<file path="src/include/ref_uv_defines.svh">
`ifndef REF_UV_DEFINES_SVH
`define REF_UV_DEFINES_SVH

// Clock and one-second timebase
`define CLOCK_PERIOD_NS 100
`define SECOND_NS       1000000000
`define TICK_CYCLES     (`SECOND_NS / `CLOCK_PERIOD_NS)

// Reference loss threshold and emergency values, analog in uA, pulse in Hz
`define LOSS_THRESHOLD_UA 16'h0BB8
`define EMERG_ANALOG_UA   16'h0FA0
`define EMERG_PULSE_HZ    16'h0000

// Undervoltage threshold is nominal * NUM >> SHIFT
`define UV_THR_NUM   16'h000F
`define UV_THR_SHIFT 4

// Reset values of the configuration
`define REF_MON_EN_RST    1'b0
`define LOSS_RESP_RST     2'h1
`define PHASE_MON_RST     1'b1
`define UV_MODE_RST       3'h1
`define ALLOWED_UV_S_RST  12'h002
`define MAX_UV_S_RST      12'h01E
`define NOMINAL_V_RST     16'h0190

`endif

</file>
<file path="src/include/ref_uv_pkg.sv">
`default_nettype none
package ref_uv_pkg;

  typedef enum logic [1:0] {
    RESP_TRIP  = 2'h1,
    RESP_HOLD  = 2'h2,
    RESP_EMERG = 2'h3
  } lossResp_t;

  typedef enum logic [2:0] {
    UV_DELAYED_FAULT = 3'h1,
    UV_ALARM_FAULT   = 3'h2,
    UV_ALARM_ONLY    = 3'h3,
    UV_RIDE_THROUGH  = 3'h4,
    UV_FAST_STOP     = 3'h5
  } uvMode_t;

  typedef enum logic [2:0] {
    ST_NORMAL    = 3'h0,
    ST_BLOCKED   = 3'h1,
    ST_RIDE      = 3'h2,
    ST_FAST_STOP = 3'h3,
    ST_FAULT     = 3'h4
  } uvState_t;

  typedef struct packed {
    logic        enable;
    lossResp_t   resp;
    logic [15:0] emergency;
  } refCfg_t;

  typedef struct packed {
    uvMode_t     mode;
    logic        phaseMon;
    logic [11:0] allowedUvTime;
    logic [11:0] maxUvTime;
    logic [15:0] nominalSupply;
  } uvCfg_t;

  typedef struct packed {
    logic [15:0] lastValid;
    logic [15:0] refOut;
    logic        failed;
    logic        alarm;
    logic        fault;
  } chanState_t;

  typedef struct packed {
    refCfg_t [3:0] refCfg;
    uvCfg_t        uvCfg;
    logic          phaseMeta;
    logic          phaseLost;
    logic          uvFlag;
    uvState_t      uvState;
    logic [23:0]   tickCount;
    logic [11:0]   secCount;
    logic          uvAlarm;
    logic          restartReq;
    logic          cancelStart;
    logic          runIndication;
    logic          phaseFault;
    logic          outputBlock;
    logic          fastStopReq;
  } supState_t;

endpackage : ref_uv_pkg
`default_nettype wire

</file>
<file path="src/verilog/ref_channel.sv">
`include "ref_uv_defines.svh"
`default_nettype none
module ref_channel #(
  parameter bit IS_PULSE = 1'b0
) (
  input  wire logic                clock,
  input  wire logic                resetn,
  input  wire ref_uv_pkg::refCfg_t cfg,
  input  wire logic [15:0]         measured,
  input  wire logic [15:0]         minFreq,
  input  wire logic                faultReset,
  output logic [15:0]              refOut,
  output logic                     failed,
  output logic                     alarm,
  output logic                     fault
);

  ref_uv_pkg::chanState_t s;
  ref_uv_pkg::chanState_t n;
  logic                   lost;

  function automatic logic belowLimit(input logic [15:0] value,
                                      input logic [15:0] freqMin);
    logic [16:0] doubled;
    doubled = {value, 1'b0};
    if (IS_PULSE) begin
      belowLimit = doubled < {1'b0, freqMin};
    end else begin
      belowLimit = value < `LOSS_THRESHOLD_UA;
    end
  endfunction : belowLimit

  always_comb begin
    n = s;
    lost = cfg.enable && belowLimit(measured, minFreq);
    n.failed = lost;
    n.alarm = 1'b0;
    if (!lost) begin
      n.lastValid = measured;
      n.refOut = measured;
      if (faultReset) begin
        n.fault = 1'b0;
      end
    end else begin
      unique case (cfg.resp)
        ref_uv_pkg::RESP_HOLD: begin
          n.alarm = 1'b1;
          n.refOut = s.lastValid;
        end
        ref_uv_pkg::RESP_EMERG: begin
          n.alarm = 1'b1;
          n.refOut = cfg.emergency;
        end
        default: begin
          // Code 0 is illegal and treated as trip, the safe choice
          n.fault = 1'b1;
          n.refOut = s.lastValid;
        end
      endcase
    end
  end

  always_ff @(posedge clock or negedge resetn) begin
    if (!resetn) begin
      s <= '0;
    end else begin
      s <= n;
    end
  end

  assign refOut = s.refOut;
  assign failed = s.failed;
  assign alarm  = s.alarm;
  assign fault  = s.fault;

endmodule : ref_channel
`default_nettype wire

</file>
<file path="src/verilog/ref_uv_supervisor.sv">
// What this block does
// - Analog loop below 3 mA means failure
// - Pulse below half minimum means failure
// - Per-input monitor enable, default off
// - Response 1 trips, naming failed input
// - Response 2 holds last value, alarms
// - Response 3 substitutes emergency value, alarms
// - Emergency defaults 4 mA and 0 kHz
// - Substitutes drive the reference distributor input
// - Phase loss while running trips drive
// - DC link below derived threshold flags undervoltage
// - Allowed time bounds restart, run stays
// - Ride-through and fast-stop limited by maximum
// - Delayed fault blocks, restarts or faults
// - Alarm-then-fault blocks, alarms, restarts or faults
// - Alarm-only blocks, alarms, always restarts
// - Ride-through recovers in time else faults
// - Fast stop ramps down holding alarm
// - Standstill clears alarm, cancels start command
`include "ref_uv_defines.svh"
`default_nettype none
module ref_uv_supervisor #(
  parameter int TICK_CYCLES = `TICK_CYCLES,
  parameter int CHANNELS    = 4
) (
  input  wire logic                          clock,
  input  wire logic                          resetn,
  input  wire logic                          cfgLoad,
  input  wire ref_uv_pkg::refCfg_t [3:0]     refCfgIn,
  input  wire ref_uv_pkg::uvCfg_t            uvCfgIn,
  input  wire logic [15:0]                   analogRefInputB,
  input  wire logic [15:0]                   analogRefInputC,
  input  wire logic [15:0]                   analogRefInputD,
  input  wire logic [15:0]                   pulseRefInput,
  input  wire logic [15:0]                   lowFreqPulseRefInput,
  input  wire logic                          lowFreqPulseSel,
  input  wire logic [15:0]                   pulseMinFreq,
  input  wire logic [15:0]                   dcLinkVoltage,
  input  wire logic                          phaseLostPin,
  input  wire logic                          running,
  input  wire logic                          standstill,
  input  wire logic                          faultReset,
  output logic [3:0][15:0]                   distribRef,
  output logic [3:0]                         refFailed,
  output logic [3:0]                         refAlarm,
  output logic [3:0]                         refFault,
  output logic                               singlePhaseLossFault,
  output logic                               undervoltage,
  output logic                               uvAlarm,
  output logic                               uvFault,
  output logic                               outputBlock,
  output logic                               restartReq,
  output logic                               fastStopReq,
  output logic                               cancelStart,
  output logic                               runIndication,
  output logic                               faultShutdown,
  output logic [11:0]                        uvSeconds
);

  localparam logic [23:0] TICK_LAST = 24'(TICK_CYCLES - 1);

  ref_uv_pkg::supState_t s;
  ref_uv_pkg::supState_t n;
  logic [3:0][15:0]      measured;
  logic                  uvNow;
  logic                  tick;
  logic                  allowedOver;
  logic                  maxOver;

  // Saturating second count compared against a limit in seconds
  function automatic logic limitReached(input logic [11:0] count,
                                        input logic [11:0] limit);
    limitReached = count >= limit;
  endfunction : limitReached

  function automatic logic [15:0] uvThreshold(input logic [15:0] nominal);
    logic [19:0] scaled;
    scaled = 20'(nominal) * 20'(`UV_THR_NUM);
    uvThreshold = 16'(scaled >> `UV_THR_SHIFT);
  endfunction : uvThreshold

  // Constant, so the asynchronous reset branch loads no logic output
  function automatic ref_uv_pkg::supState_t resetValue();
    resetValue = '0;
    for (int i = 0; i < 4; i++) begin
      resetValue.refCfg[i].enable = `REF_MON_EN_RST;
      resetValue.refCfg[i].resp = ref_uv_pkg::lossResp_t'(`LOSS_RESP_RST);
      resetValue.refCfg[i].emergency = `EMERG_ANALOG_UA;
    end
    resetValue.refCfg[3].emergency = `EMERG_PULSE_HZ;
    resetValue.uvCfg.mode = ref_uv_pkg::uvMode_t'(`UV_MODE_RST);
    resetValue.uvCfg.phaseMon = `PHASE_MON_RST;
    resetValue.uvCfg.allowedUvTime = `ALLOWED_UV_S_RST;
    resetValue.uvCfg.maxUvTime = `MAX_UV_S_RST;
    resetValue.uvCfg.nominalSupply = `NOMINAL_V_RST;
    resetValue.uvState = ref_uv_pkg::ST_NORMAL;
  endfunction : resetValue
  localparam ref_uv_pkg::supState_t RST_VAL = resetValue();

  // Pulse channel takes whichever pulse source is selected
  always_comb begin
    measured[0] = analogRefInputB;
    measured[1] = analogRefInputC;
    measured[2] = analogRefInputD;
    measured[3] = lowFreqPulseSel ? lowFreqPulseRefInput : pulseRefInput;
  end

  for (genvar g = 0; g < CHANNELS; g++) begin : gChan
    ref_channel #(
      .IS_PULSE (g == 3)
    ) uChan (
      .clock      (clock),
      .resetn     (resetn),
      .cfg        (s.refCfg[g]),
      .measured   (measured[g]),
      .minFreq    (pulseMinFreq),
      .faultReset (faultReset),
      .refOut     (distribRef[g]),
      .failed     (refFailed[g]),
      .alarm      (refAlarm[g]),
      .fault      (refFault[g])
    );
  end

  assign uvNow = dcLinkVoltage < uvThreshold(s.uvCfg.nominalSupply);

  always_comb begin
    n = s;
    n.restartReq = 1'b0;
    n.cancelStart = 1'b0;
    if (cfgLoad) begin
      n.refCfg = refCfgIn;
      n.uvCfg = uvCfgIn;
    end

    // Pin is asynchronous, two stages before use
    n.phaseMeta = phaseLostPin;
    n.phaseLost = s.phaseMeta;
    n.uvFlag = uvNow;

    // Set wins over a reset arriving in the same cycle
    if (s.uvCfg.phaseMon && running && s.phaseLost) begin
      n.phaseFault = 1'b1;
    end else if (faultReset) begin
      n.phaseFault = 1'b0;
    end

    // One-second timebase runs only while an undervoltage is handled
    tick = s.tickCount == TICK_LAST;
    allowedOver = limitReached(s.secCount, s.uvCfg.allowedUvTime);
    maxOver = limitReached(s.secCount, s.uvCfg.maxUvTime);
    if (s.uvState == ref_uv_pkg::ST_NORMAL || s.uvState == ref_uv_pkg::ST_FAULT) begin
      n.tickCount = '0;
      n.secCount = '0;
    end else if (tick) begin
      n.tickCount = '0;
      if (s.secCount != 12'hFFF) begin
        n.secCount = s.secCount + 12'h001;
      end
    end else begin
      n.tickCount = s.tickCount + 24'h000001;
    end

    unique case (s.uvState)
      ref_uv_pkg::ST_NORMAL: begin
        n.uvAlarm = 1'b0;
        if (s.uvFlag && running) begin
          n.tickCount = '0;
          n.secCount = '0;
          unique case (s.uvCfg.mode)
            ref_uv_pkg::UV_RIDE_THROUGH: begin
              n.uvState = ref_uv_pkg::ST_RIDE;
              n.uvAlarm = 1'b1;
            end
            ref_uv_pkg::UV_FAST_STOP: begin
              n.uvState = ref_uv_pkg::ST_FAST_STOP;
              n.uvAlarm = 1'b1;
            end
            ref_uv_pkg::UV_ALARM_FAULT,
            ref_uv_pkg::UV_ALARM_ONLY: begin
              n.uvState = ref_uv_pkg::ST_BLOCKED;
              n.uvAlarm = 1'b1;
            end
            default: begin
              // Unknown modes fall back to the coast-and-wait behaviour
              n.uvState = ref_uv_pkg::ST_BLOCKED;
            end
          endcase
        end
      end
      ref_uv_pkg::ST_BLOCKED: begin
        if (!s.uvFlag) begin
          n.uvState = ref_uv_pkg::ST_NORMAL;
          n.restartReq = 1'b1;
          n.uvAlarm = 1'b0;
        end else if (s.uvCfg.mode != ref_uv_pkg::UV_ALARM_ONLY && allowedOver) begin
          n.uvState = ref_uv_pkg::ST_FAULT;
          n.uvAlarm = 1'b0;
        end
      end
      ref_uv_pkg::ST_RIDE: begin
        if (!s.uvFlag) begin
          n.uvState = ref_uv_pkg::ST_NORMAL;
          n.uvAlarm = 1'b0;
        end else if (maxOver) begin
          n.uvState = ref_uv_pkg::ST_FAULT;
          n.uvAlarm = 1'b0;
        end
      end
      ref_uv_pkg::ST_FAST_STOP: begin
        // Stop runs to the end even if voltage recovers meanwhile
        if (standstill) begin
          n.uvState = ref_uv_pkg::ST_NORMAL;
          n.uvAlarm = 1'b0;
          n.cancelStart = 1'b1;
        end else if (maxOver) begin
          n.uvState = ref_uv_pkg::ST_FAULT;
          n.uvAlarm = 1'b0;
        end else begin
          n.uvAlarm = 1'b1;
        end
      end
      ref_uv_pkg::ST_FAULT: begin
        n.uvAlarm = 1'b0;
        // Reset refused while the cause remains
        if (faultReset && !s.uvFlag) begin
          n.uvState = ref_uv_pkg::ST_NORMAL;
        end
      end
      default: begin
        n.uvState = ref_uv_pkg::ST_FAULT;
      end
    endcase

    n.outputBlock = n.uvState == ref_uv_pkg::ST_BLOCKED
                 || n.uvState == ref_uv_pkg::ST_FAULT;
    n.fastStopReq = n.uvState == ref_uv_pkg::ST_FAST_STOP;
    unique case (n.uvState)
      ref_uv_pkg::ST_NORMAL: begin
        n.runIndication = running;
      end
      ref_uv_pkg::ST_BLOCKED: begin
        // Run message only while the seconds count is below the allowed time
        n.runIndication = !limitReached(n.secCount, s.uvCfg.allowedUvTime);
      end
      ref_uv_pkg::ST_RIDE,
      ref_uv_pkg::ST_FAST_STOP: begin
        n.runIndication = 1'b1;
      end
      default: begin
        n.runIndication = 1'b0;
      end
    endcase
  end

  always_ff @(posedge clock or negedge resetn) begin
    if (!resetn) begin
      s <= RST_VAL;
    end else begin
      s <= n;
    end
  end

  assign singlePhaseLossFault = s.phaseFault;
  assign undervoltage = s.uvFlag;
  assign uvAlarm = s.uvAlarm;
  assign uvFault = s.uvState == ref_uv_pkg::ST_FAULT;
  assign outputBlock = s.outputBlock;
  assign restartReq = s.restartReq;
  assign fastStopReq = s.fastStopReq;
  assign cancelStart = s.cancelStart;
  assign runIndication = s.runIndication;
  assign uvSeconds = s.secCount;
  assign faultShutdown = s.phaseFault || (|refFault)
                      || s.uvState == ref_uv_pkg::ST_FAULT;

endmodule : ref_uv_supervisor
`default_nettype wire

</file>
<file path="config.mk">
export PLATFORM = sky130hd
export DESIGN_NAME = ref_uv_supervisor
export DESIGN_NICKNAME = d
export VERILOG_FILES = /design/src/include/ref_uv_pkg.sv /design/src/verilog/ref_channel.sv /design/src/verilog/ref_uv_supervisor.sv
export VERILOG_INCLUDE_DIRS = /design/src /design/src/include
export SDC_FILE = /design/constraint.sdc
export NUM_CORES = 1
export LEC_CHECK = 0
export ABC_AREA = 1
export BUFFER_PORTS_ARGS = -buffer_cell sky130_fd_sc_hd__buf_2
export CAP_MARGIN = 20
export CORE_ASPECT_RATIO = 0.6
export CORE_MARGIN = 2
export CORE_UTILIZATION = 56
export DETAILED_ROUTE_END_ITERATION = 8
export PLACE_DENSITY = 0.81
export SYNTH_ARGS = -nofsm -noshare
export SYNTH_HDL_FRONTEND = slang
export SYNTH_SLANG_ARGS = --single-unit
</file>
<file path="constraint.sdc">
create_clock -name clock -period 4.5 [get_ports clock]
set_input_delay 0.9 -clock clock [delete_from_list [all_inputs] [get_ports clock]]
set_output_delay 0.9 -clock clock [all_outputs]
set_load 0.1 [all_outputs]
</file>
==> summary.md, run 1 <==
| Metric | Value |
|---|---|
| #FFs+latches synth | `309` |
| Syn Area/Cell | `8.485 um^2` |
| Lkg Pwr | `0.01026 uW` |
| Share of the synthesized area in the top cell type | `0.4060` |
| Hold-fix buffers, CTS | `0` |
| Yosys warns | `0` |
| Core Region | `29980 um^2` |
| Actual slew at the worst max-slew pin | `998.8 ps` |
| PD cells | `442.4 nW/um^2` |
| # nets final | `2603` |
| Syn nets | `2371` |
| Worst IR Drop VDD | `0.3656 mV` |
| Rows | `49` |
| Yosys top cell by area | `dfrtp_1` |
| Setup slack at placement | `470.2 ps` |
| Antenna-violating nets left | `0` |
| Initial antenna violation count | `3` |
| Global-route wire length before repair | `69.01 mm` |
| Final HPWL DP | `32.02 mm` |
| Synth cell count leaders | `nand2_1 (592), dfrtp_1 (277), inv_1 (248), o21ai_0 (188), ha_1 (91)` |
| Maxcap violations | `0` |
| Gr usage total | `0.2672` |
| DRC violations left | `0` |
| Register-to-Register Path Depth | `17` |
| Multi-input gate area | `7386 um^2` |
| Setup TNS | `0 ps` |
| Ys async rst share | `1.000` |
| I/O Buffers | `337` |
| Switching share of power | `0.3739` |
| Share of layout cells above drive strength 1 | `0.2360` |
| DIE HEIGHT | `139.3 um` |
| Crit path arrival time | `4610 ps` |
| Total die area | `31950 um^2` |
| GP Congestion | `0.9244` |
| Remaining Overflow, GRT | `0` |
| Status | `finished clean` |
| Hold Crit Class | `reg -> reg` |
| Skew-Pair Late Insertion Delay | `580 ps` |
| Synth area leaders | `dfrtp_1 (41%), nand2_1 (13%), ha_1 (6.7%)` |
| DR WL/cell | `15.83 um` |
| CTS H-tree lvls | `1` |
| Cell Area, Synth | `17070 um^2` |
| Critical-path cell list | `inv_1 -> fa_1 -> fa_1 -> inv_1 -> ha_1 -> a21oi_1 -> nand2_1 -> nand3_1 -> nand2_1 -> a21oi_1 -> o21ai_0 -> xnor2_1 -> ha_1 -> a21oi_1 -> o21a_1 -> o211ai_1 -> a21oi_1` |
| Via count | `13850` |
| Pwr Total | `8637 uW` |
| Final period util | `0.9150` |
| Setup violations, final | `0` |
| Root buf cell | `clkbuf_16` |
| Fmax | `242.9 MHz` |
| Top_reg_cell synth | `dfrtp_1` |
| Hold WS | `352.0 ps` |
| Clk buf depth | `3` |
| Initial drt markers | `983` |
| Largest net degree at the start of global routing | `116` |
| CTS tree | `yes` |
| CP peak stage delay | `510 ps` |
| Clock skew | `11.43 ps` |
| Clock sinks | `309` |
| Max-slew violations | `0` |
| Largest family of logic cells by synthesized area | `simple AND/OR/NAND/NOR gates` |
| Gate power share | `0.330` |
| # IOs | `338` |
| Relative slew margins | `0.3326` |
| Fin worst setup slack | `382.5 ps` |
| CP Data Required Time | `5000 ps` |
| Critical path class | `reg -> reg` |
| Crit start category | `register` |
| Register area share after synthesis | `0.4553` |
| Cell Int Power | `5408 uW` |
| EDFF count, synth | `0` |
| Minimum clock period | `4118 ps` |
| Slowest cell on the critical path | `fa_1` |
| Flop pwr share | `0.362` |
| Initial Util | `0.5695` |
| Final Hold Vio Count | `0` |
| Num CTS Buffers | `29` |
| Fill cells | `2457` |
| Area Growth Syn to Fin | `14.35%` |
| Final wirelength | `42.40 mm` |
| Top-count cell post-synth | `nand2_1` |
| Post_cts resized | `0` |
| WHS Path Cells | `0` |
| Drt via density | `5.172` |
| Register area | `7772 um^2` |
| Post-CTS setup buffers | `0` |
| Synth Area in XOR/XNOR | `0.01796` |
| Mux share of post-synthesis cell area | `0.01913` |
| CTS clk-pin slew, worst paths | `80 ps` |
| Synth Instances | `2012` |
| Post-synthesis simple-gate area fraction | `0.1963` |
| Vias in the first global route | `13560` |
| Most used cell, CP | `a21oi_1` |
| Sw power | `3229 uW` |
| Layout Utilization | `0.6512` |
| Synth cell types | `50` |
| Element type at the critical path end | `register` |
| Largest fanout on the critical path | `6` |
| Clock share of power | `0.308` |
| TritonRoute pass-1 iters | `6` |
| Complex-gate fraction of the synthesized area | `0.09967` |
| Unrepaired setup endpoints after global routing | `false` |
| Die X-Extent | `229.4 um` |
| Synth Area in Adders | `0.09952` |
## kinds of logic (layout without fill, tap and decap cells)
family,count (synthesis),count (layout)
AO/OA/AOI/OAI,305,305
adder cells (fa/ha/maj),119,119
multiplexers,29,29
buffers and inverters,407,662
flip-flops,309,309
XOR/XNOR,35,35
other,0,3
AND/OR/NAND/NOR,808,808
## per-stage QoR
stage / std cells / cell area, um^2
after floorplan: 2012 / 17070
after global placement: 2620 / 18460
after detailed placement: 2620 / 18460
after CTS: 2674 / 19490
after global routing: 2678 / 19520
final: 2678 / 19520
## critical path, delay by kind of cell (launching register included)
family          cells  cell delay (ps)
xor+xnor            1              160
compound gates      7             1340
flops               1              400
simple gates        3              290
buf+inv             2              210
fa+ha+maj           4             1610
## area by class of cell
cell class | count | area share
diodes | 3 | 0.0003845
clock buffers | 32 | 0.03877
clock inverters | 22 | 0.01384
inverters | 258 | 0.04986
multi-input cells | 1296 | 0.3783
flip-flops and latches | 309 | 0.3981
well taps | 408 | 0.02615
repair buffers | 350 | 0.09453
## layer usage
metal  global-route usage  wire (um)  up-vias
li1                     -          -     6735
met1               0.3887      19590     6597
met2               0.4096      18960      433
met3              0.04754       2617       86
met4              0.08442       1236        0
met5                    0          0        -
## worst paths after layout
kind / startpoint / endpoint / slack, ps
setup / recovery: s[52] / undervoltage / 380
hold / removal: n[47] / s[47] / 350
setup reg to reg: s[52] / undervoltage / 380
hold reg to reg: n[47] / s[47] / 350
max in group asynchronous: resetn / gChan[3].uChan.refOut[10] / 3060
min in group asynchronous: resetn / gChan[1].uChan.refOut[6] / 380
## power by group through the flow
stage	Combinational, uW	Clock, uW	Sequential (uW)
floorplan	2020	0	3300
CTS	2840	2720	3120
global route	3180	2840	3150
detailed placement	2820	0	3170
finish	2850	2660	3120
global placement	2780	0	3170
## layout by cell type, fill, tap and decap left out, types with 4 or more instances in the layout
master,Yosys,final
inv_2,5,5
nor2_1,90,90
ha_1,91,91
nand2_2,19,19
o21ai_1,8,8
o21ai_0,188,188
clkbuf_16,0,29
xor2_1,21,21
o21bai_1,4,4
dfrtp_1,277,277
clkinv_2,0,10
nand4_1,17,17
nand2_1,592,592
clkinvlp_4,0,4
buf_2,8,335
inv_1,248,248
nand3_1,47,47
mux2_2,29,29
bufinv_16,0,5
nand3b_1,4,4
nor3_1,20,20
dfstp_2,32,32
fa_1,28,28
nor4_1,5,5
o21ai_2,32,32
xnor2_1,14,14
buf_4,89,10
a21oi_1,57,57
## sequential cells by signal (all words and copies together) (netlist names), 4 cells and up
register,flops
gChan.uChan.s,64
uvSeconds,12
gChan.uChan.failed,4
gChan.uChan.fault,4
gChan.uChan.refOut,64
s,148
gChan.uChan.alarm,4
(Power assumes the default switching activity.)
==> run 2: changes to the inputs <==
MAX_ROUTING_LAYER = met4   (was default)
==> summary.md, run 2 (synthesis results as in run 1) <==
| Metric | Value |
|---|---|
| Final Hold Vio Count | `0 (unchanged)` |
| Post-CTS setup buffers | `0 (unchanged)` |
| Crit path arrival time | `4710 ps (+100 ps)` |
| Via count | `13890 (+0.27%)` |
| Initial antenna violation count | `3 (unchanged)` |
| Element type at the critical path end | `register` |
| CP Data Required Time | `5000 ps (about the same)` |
| Rows | `49 (unchanged)` |
| Gr usage total | `0.2795 (+0.01229)` |
| Setup TNS | `0 ps (unchanged)` |
| CTS tree | `yes` |
| Largest fanout on the critical path | `6 (unchanged)` |
| Largest net degree at the start of global routing | `129 (+11%)` |
| Worst r2r src | `s[51]` |
| # IOs | `338 (unchanged)` |
| Root buf cell | `clkbuf_16` |
| Fin worst setup slack | `291.8 ps (-90.70 ps)` |
| Fmax | `237.6 MHz (-2.2%)` |
| Initial drt markers | `997 (+1.4%)` |
| Lkg Pwr | `0.01024 uW (-0.17%)` |
| Setup violations, final | `0 (unchanged)` |
| CTS H-tree lvls | `1 (unchanged)` |
| Actual slew at the worst max-slew pin | `974.8 ps (-23.92 ps)` |
| Status | `finished clean` |
| Max-slew violations | `0 (unchanged)` |
| Num CTS Buffers | `30 (+3.4%)` |
| DRC violations left | `0 (unchanged)` |
| Hold-fix buffers, CTS | `0 (unchanged)` |
| Initial Util | `0.5695 (unchanged)` |
| Share of layout cells above drive strength 1 | `0.2327 (-0.003293)` |
| DR WL/cell | `16.02 um (+1.2%)` |
| Most common cell after layout, fill and taps aside | `nand2_1` |
| Worst IR Drop VDD | `0.3806 mV (+4.1%)` |
| Post_cts resized | `0 (unchanged)` |
| Final period util | `0.9352 (+0.02016)` |
| WHS Path Cells | `0 (unchanged)` |
| # nets final | `2604 (+0.038%)` |
| Die X-Extent | `229.4 um (unchanged)` |
| Skew-Pair Late Insertion Delay | `580 ps (about the same)` |
| Clk buf depth | `3 (unchanged)` |
| Final HPWL DP | `32.42 mm (+1.3%)` |
| Vias in the first global route | `13820 (+1.9%)` |
| Remaining Overflow, GRT | `0 (unchanged)` |
| Largest register by flop count | `s` |
| Clock sinks | `309 (unchanged)` |
| Hold Crit Class | `reg -> reg` |
| Clock skew | `20.13 ps (+8.698 ps)` |
| Critical path class | `reg -> reg` |
| PD cells | `442.3 nW/um^2 (about the same)` |
| Placed standard-cell area | `18470 um^2 (about the same)` |
| Antenna-violating nets left | `0 (unchanged)` |
| DIE HEIGHT | `139.3 um (unchanged)` |
| Area Growth Syn to Fin | `14.34% (about the same)` |
| Unrepaired setup endpoints after global routing | `false` |
| CTS clk-pin slew, worst paths | `70 ps (about the same)` |
| Core Region | `29980 um^2 (unchanged)` |
| Drt via density | `5.182 (+0.20%)` |
| Setup slack at placement | `396.5 ps (-73.69 ps)` |
| I/O Buffers | `337 (unchanged)` |
| Minimum clock period | `4208 ps (+90.70 ps)` |
| Total die area | `31950 um^2 (unchanged)` |
| Most frequent cells in the layout | `nand2_1 (592), buf_2 (335), dfrtp_1 (277), inv_1 (248), o21ai_0 (188)` |
| Max reg flops | `148 (unchanged)` |
| TritonRoute pass-1 iters | `5 (-1)` |
| Worst r2r dst | `undervoltage` |
| GP Congestion | `0.9495 (+2.7%)` |
| Crit start category | `register` |
| Final wirelength | `42.93 mm (+1.2%)` |
| Global-route wire length before repair | `69.95 mm (+1.4%)` |
| Maxcap violations | `0 (unchanged)` |
| Hold_sp | `n[47]` |
| Cell area after layout | `19520 um^2 (about the same)` |
| Worst Hold End | `s[47]` |
| Relative slew margins | `0.3494 (+0.01685)` |
| Register-to-Register Path Depth | `17 (unchanged)` |
| Reg2reg setup slack | `290 ps (-90 ps)` |
==> run 2: cell type report <==
| cell class | instances | area (um^2) |
|---|---|---|
| Inverter | 258 | 973.4 |
| Tap cell | 408 | 510.5 |
| Multi-Input combinational cell | 1296 | 7386 |
| Clock buffer | 42 | 815.8 |
| Sequential cell | 309 | 7772 |
| Clock inverter | 14 | 197.7 |
| Antenna cell | 3 | 7.507 |
| Timing Repair Buffer | 350 | 1858 |
| Fill cell | 2501 | 10460 |
==> run 2: per-layer routing <==
metal	global-route usage	routed length [um]	up-vias
met3	0.05164	2672	93
met4	0.08681	1304	0
met1	0.3913	19680	6637
met5	-	0	-
met2	0.4156	19270	423
li1	-	-	6736
==> run 2: power by group <==
group	internal [uW]	total (uW)	switching, uW
Combinational	868	2870	2000
Sequential	3030	3130	102
Clock	1500	2630	1130
==> run 2: critical path, cell delays in order (launching register included) <==
cell and delay, ps:
dfrtp_1 410, inv_1 170, fa_1 470, fa_1 520, inv_1 40, ha_1 360
a21oi_1 210, nand2_1 120, nand3_1 80, nand2_1 100, a21oi_1 360, o21ai_0 180
xnor2_1 170, ha_1 300, a21oi_1 270, o21a_1 160, o211ai_1 80, a21oi_1 120
==> run 2: how the worst max path moves through the flow <==
stage           from            end  cells after the start
6_report       s[51]   undervoltage                     17
5_1_grt        s[52]   undervoltage                     17
4_1_cts        s[52]   undervoltage                     17
3_5_place_dp   s[52]   undervoltage                     17
3_3_place_gp   s[56]   undervoltage                     15
2_1_floorplan  s[43]  faultShutdown                      5
==> run 2: metrics by stage <==
step                        util  std cells  hold slack, ps  total power (uW)
after floorplan                -       2012           331.2              5325
after global placement    0.6162       2620           334.8              5952
after detailed placement  0.6162       2620           335.8              6010
after CTS                 0.6500       2676           347.3              8656
after global routing      0.6511       2680           368.4              9122
final                     0.6511       2680           345.0              8633
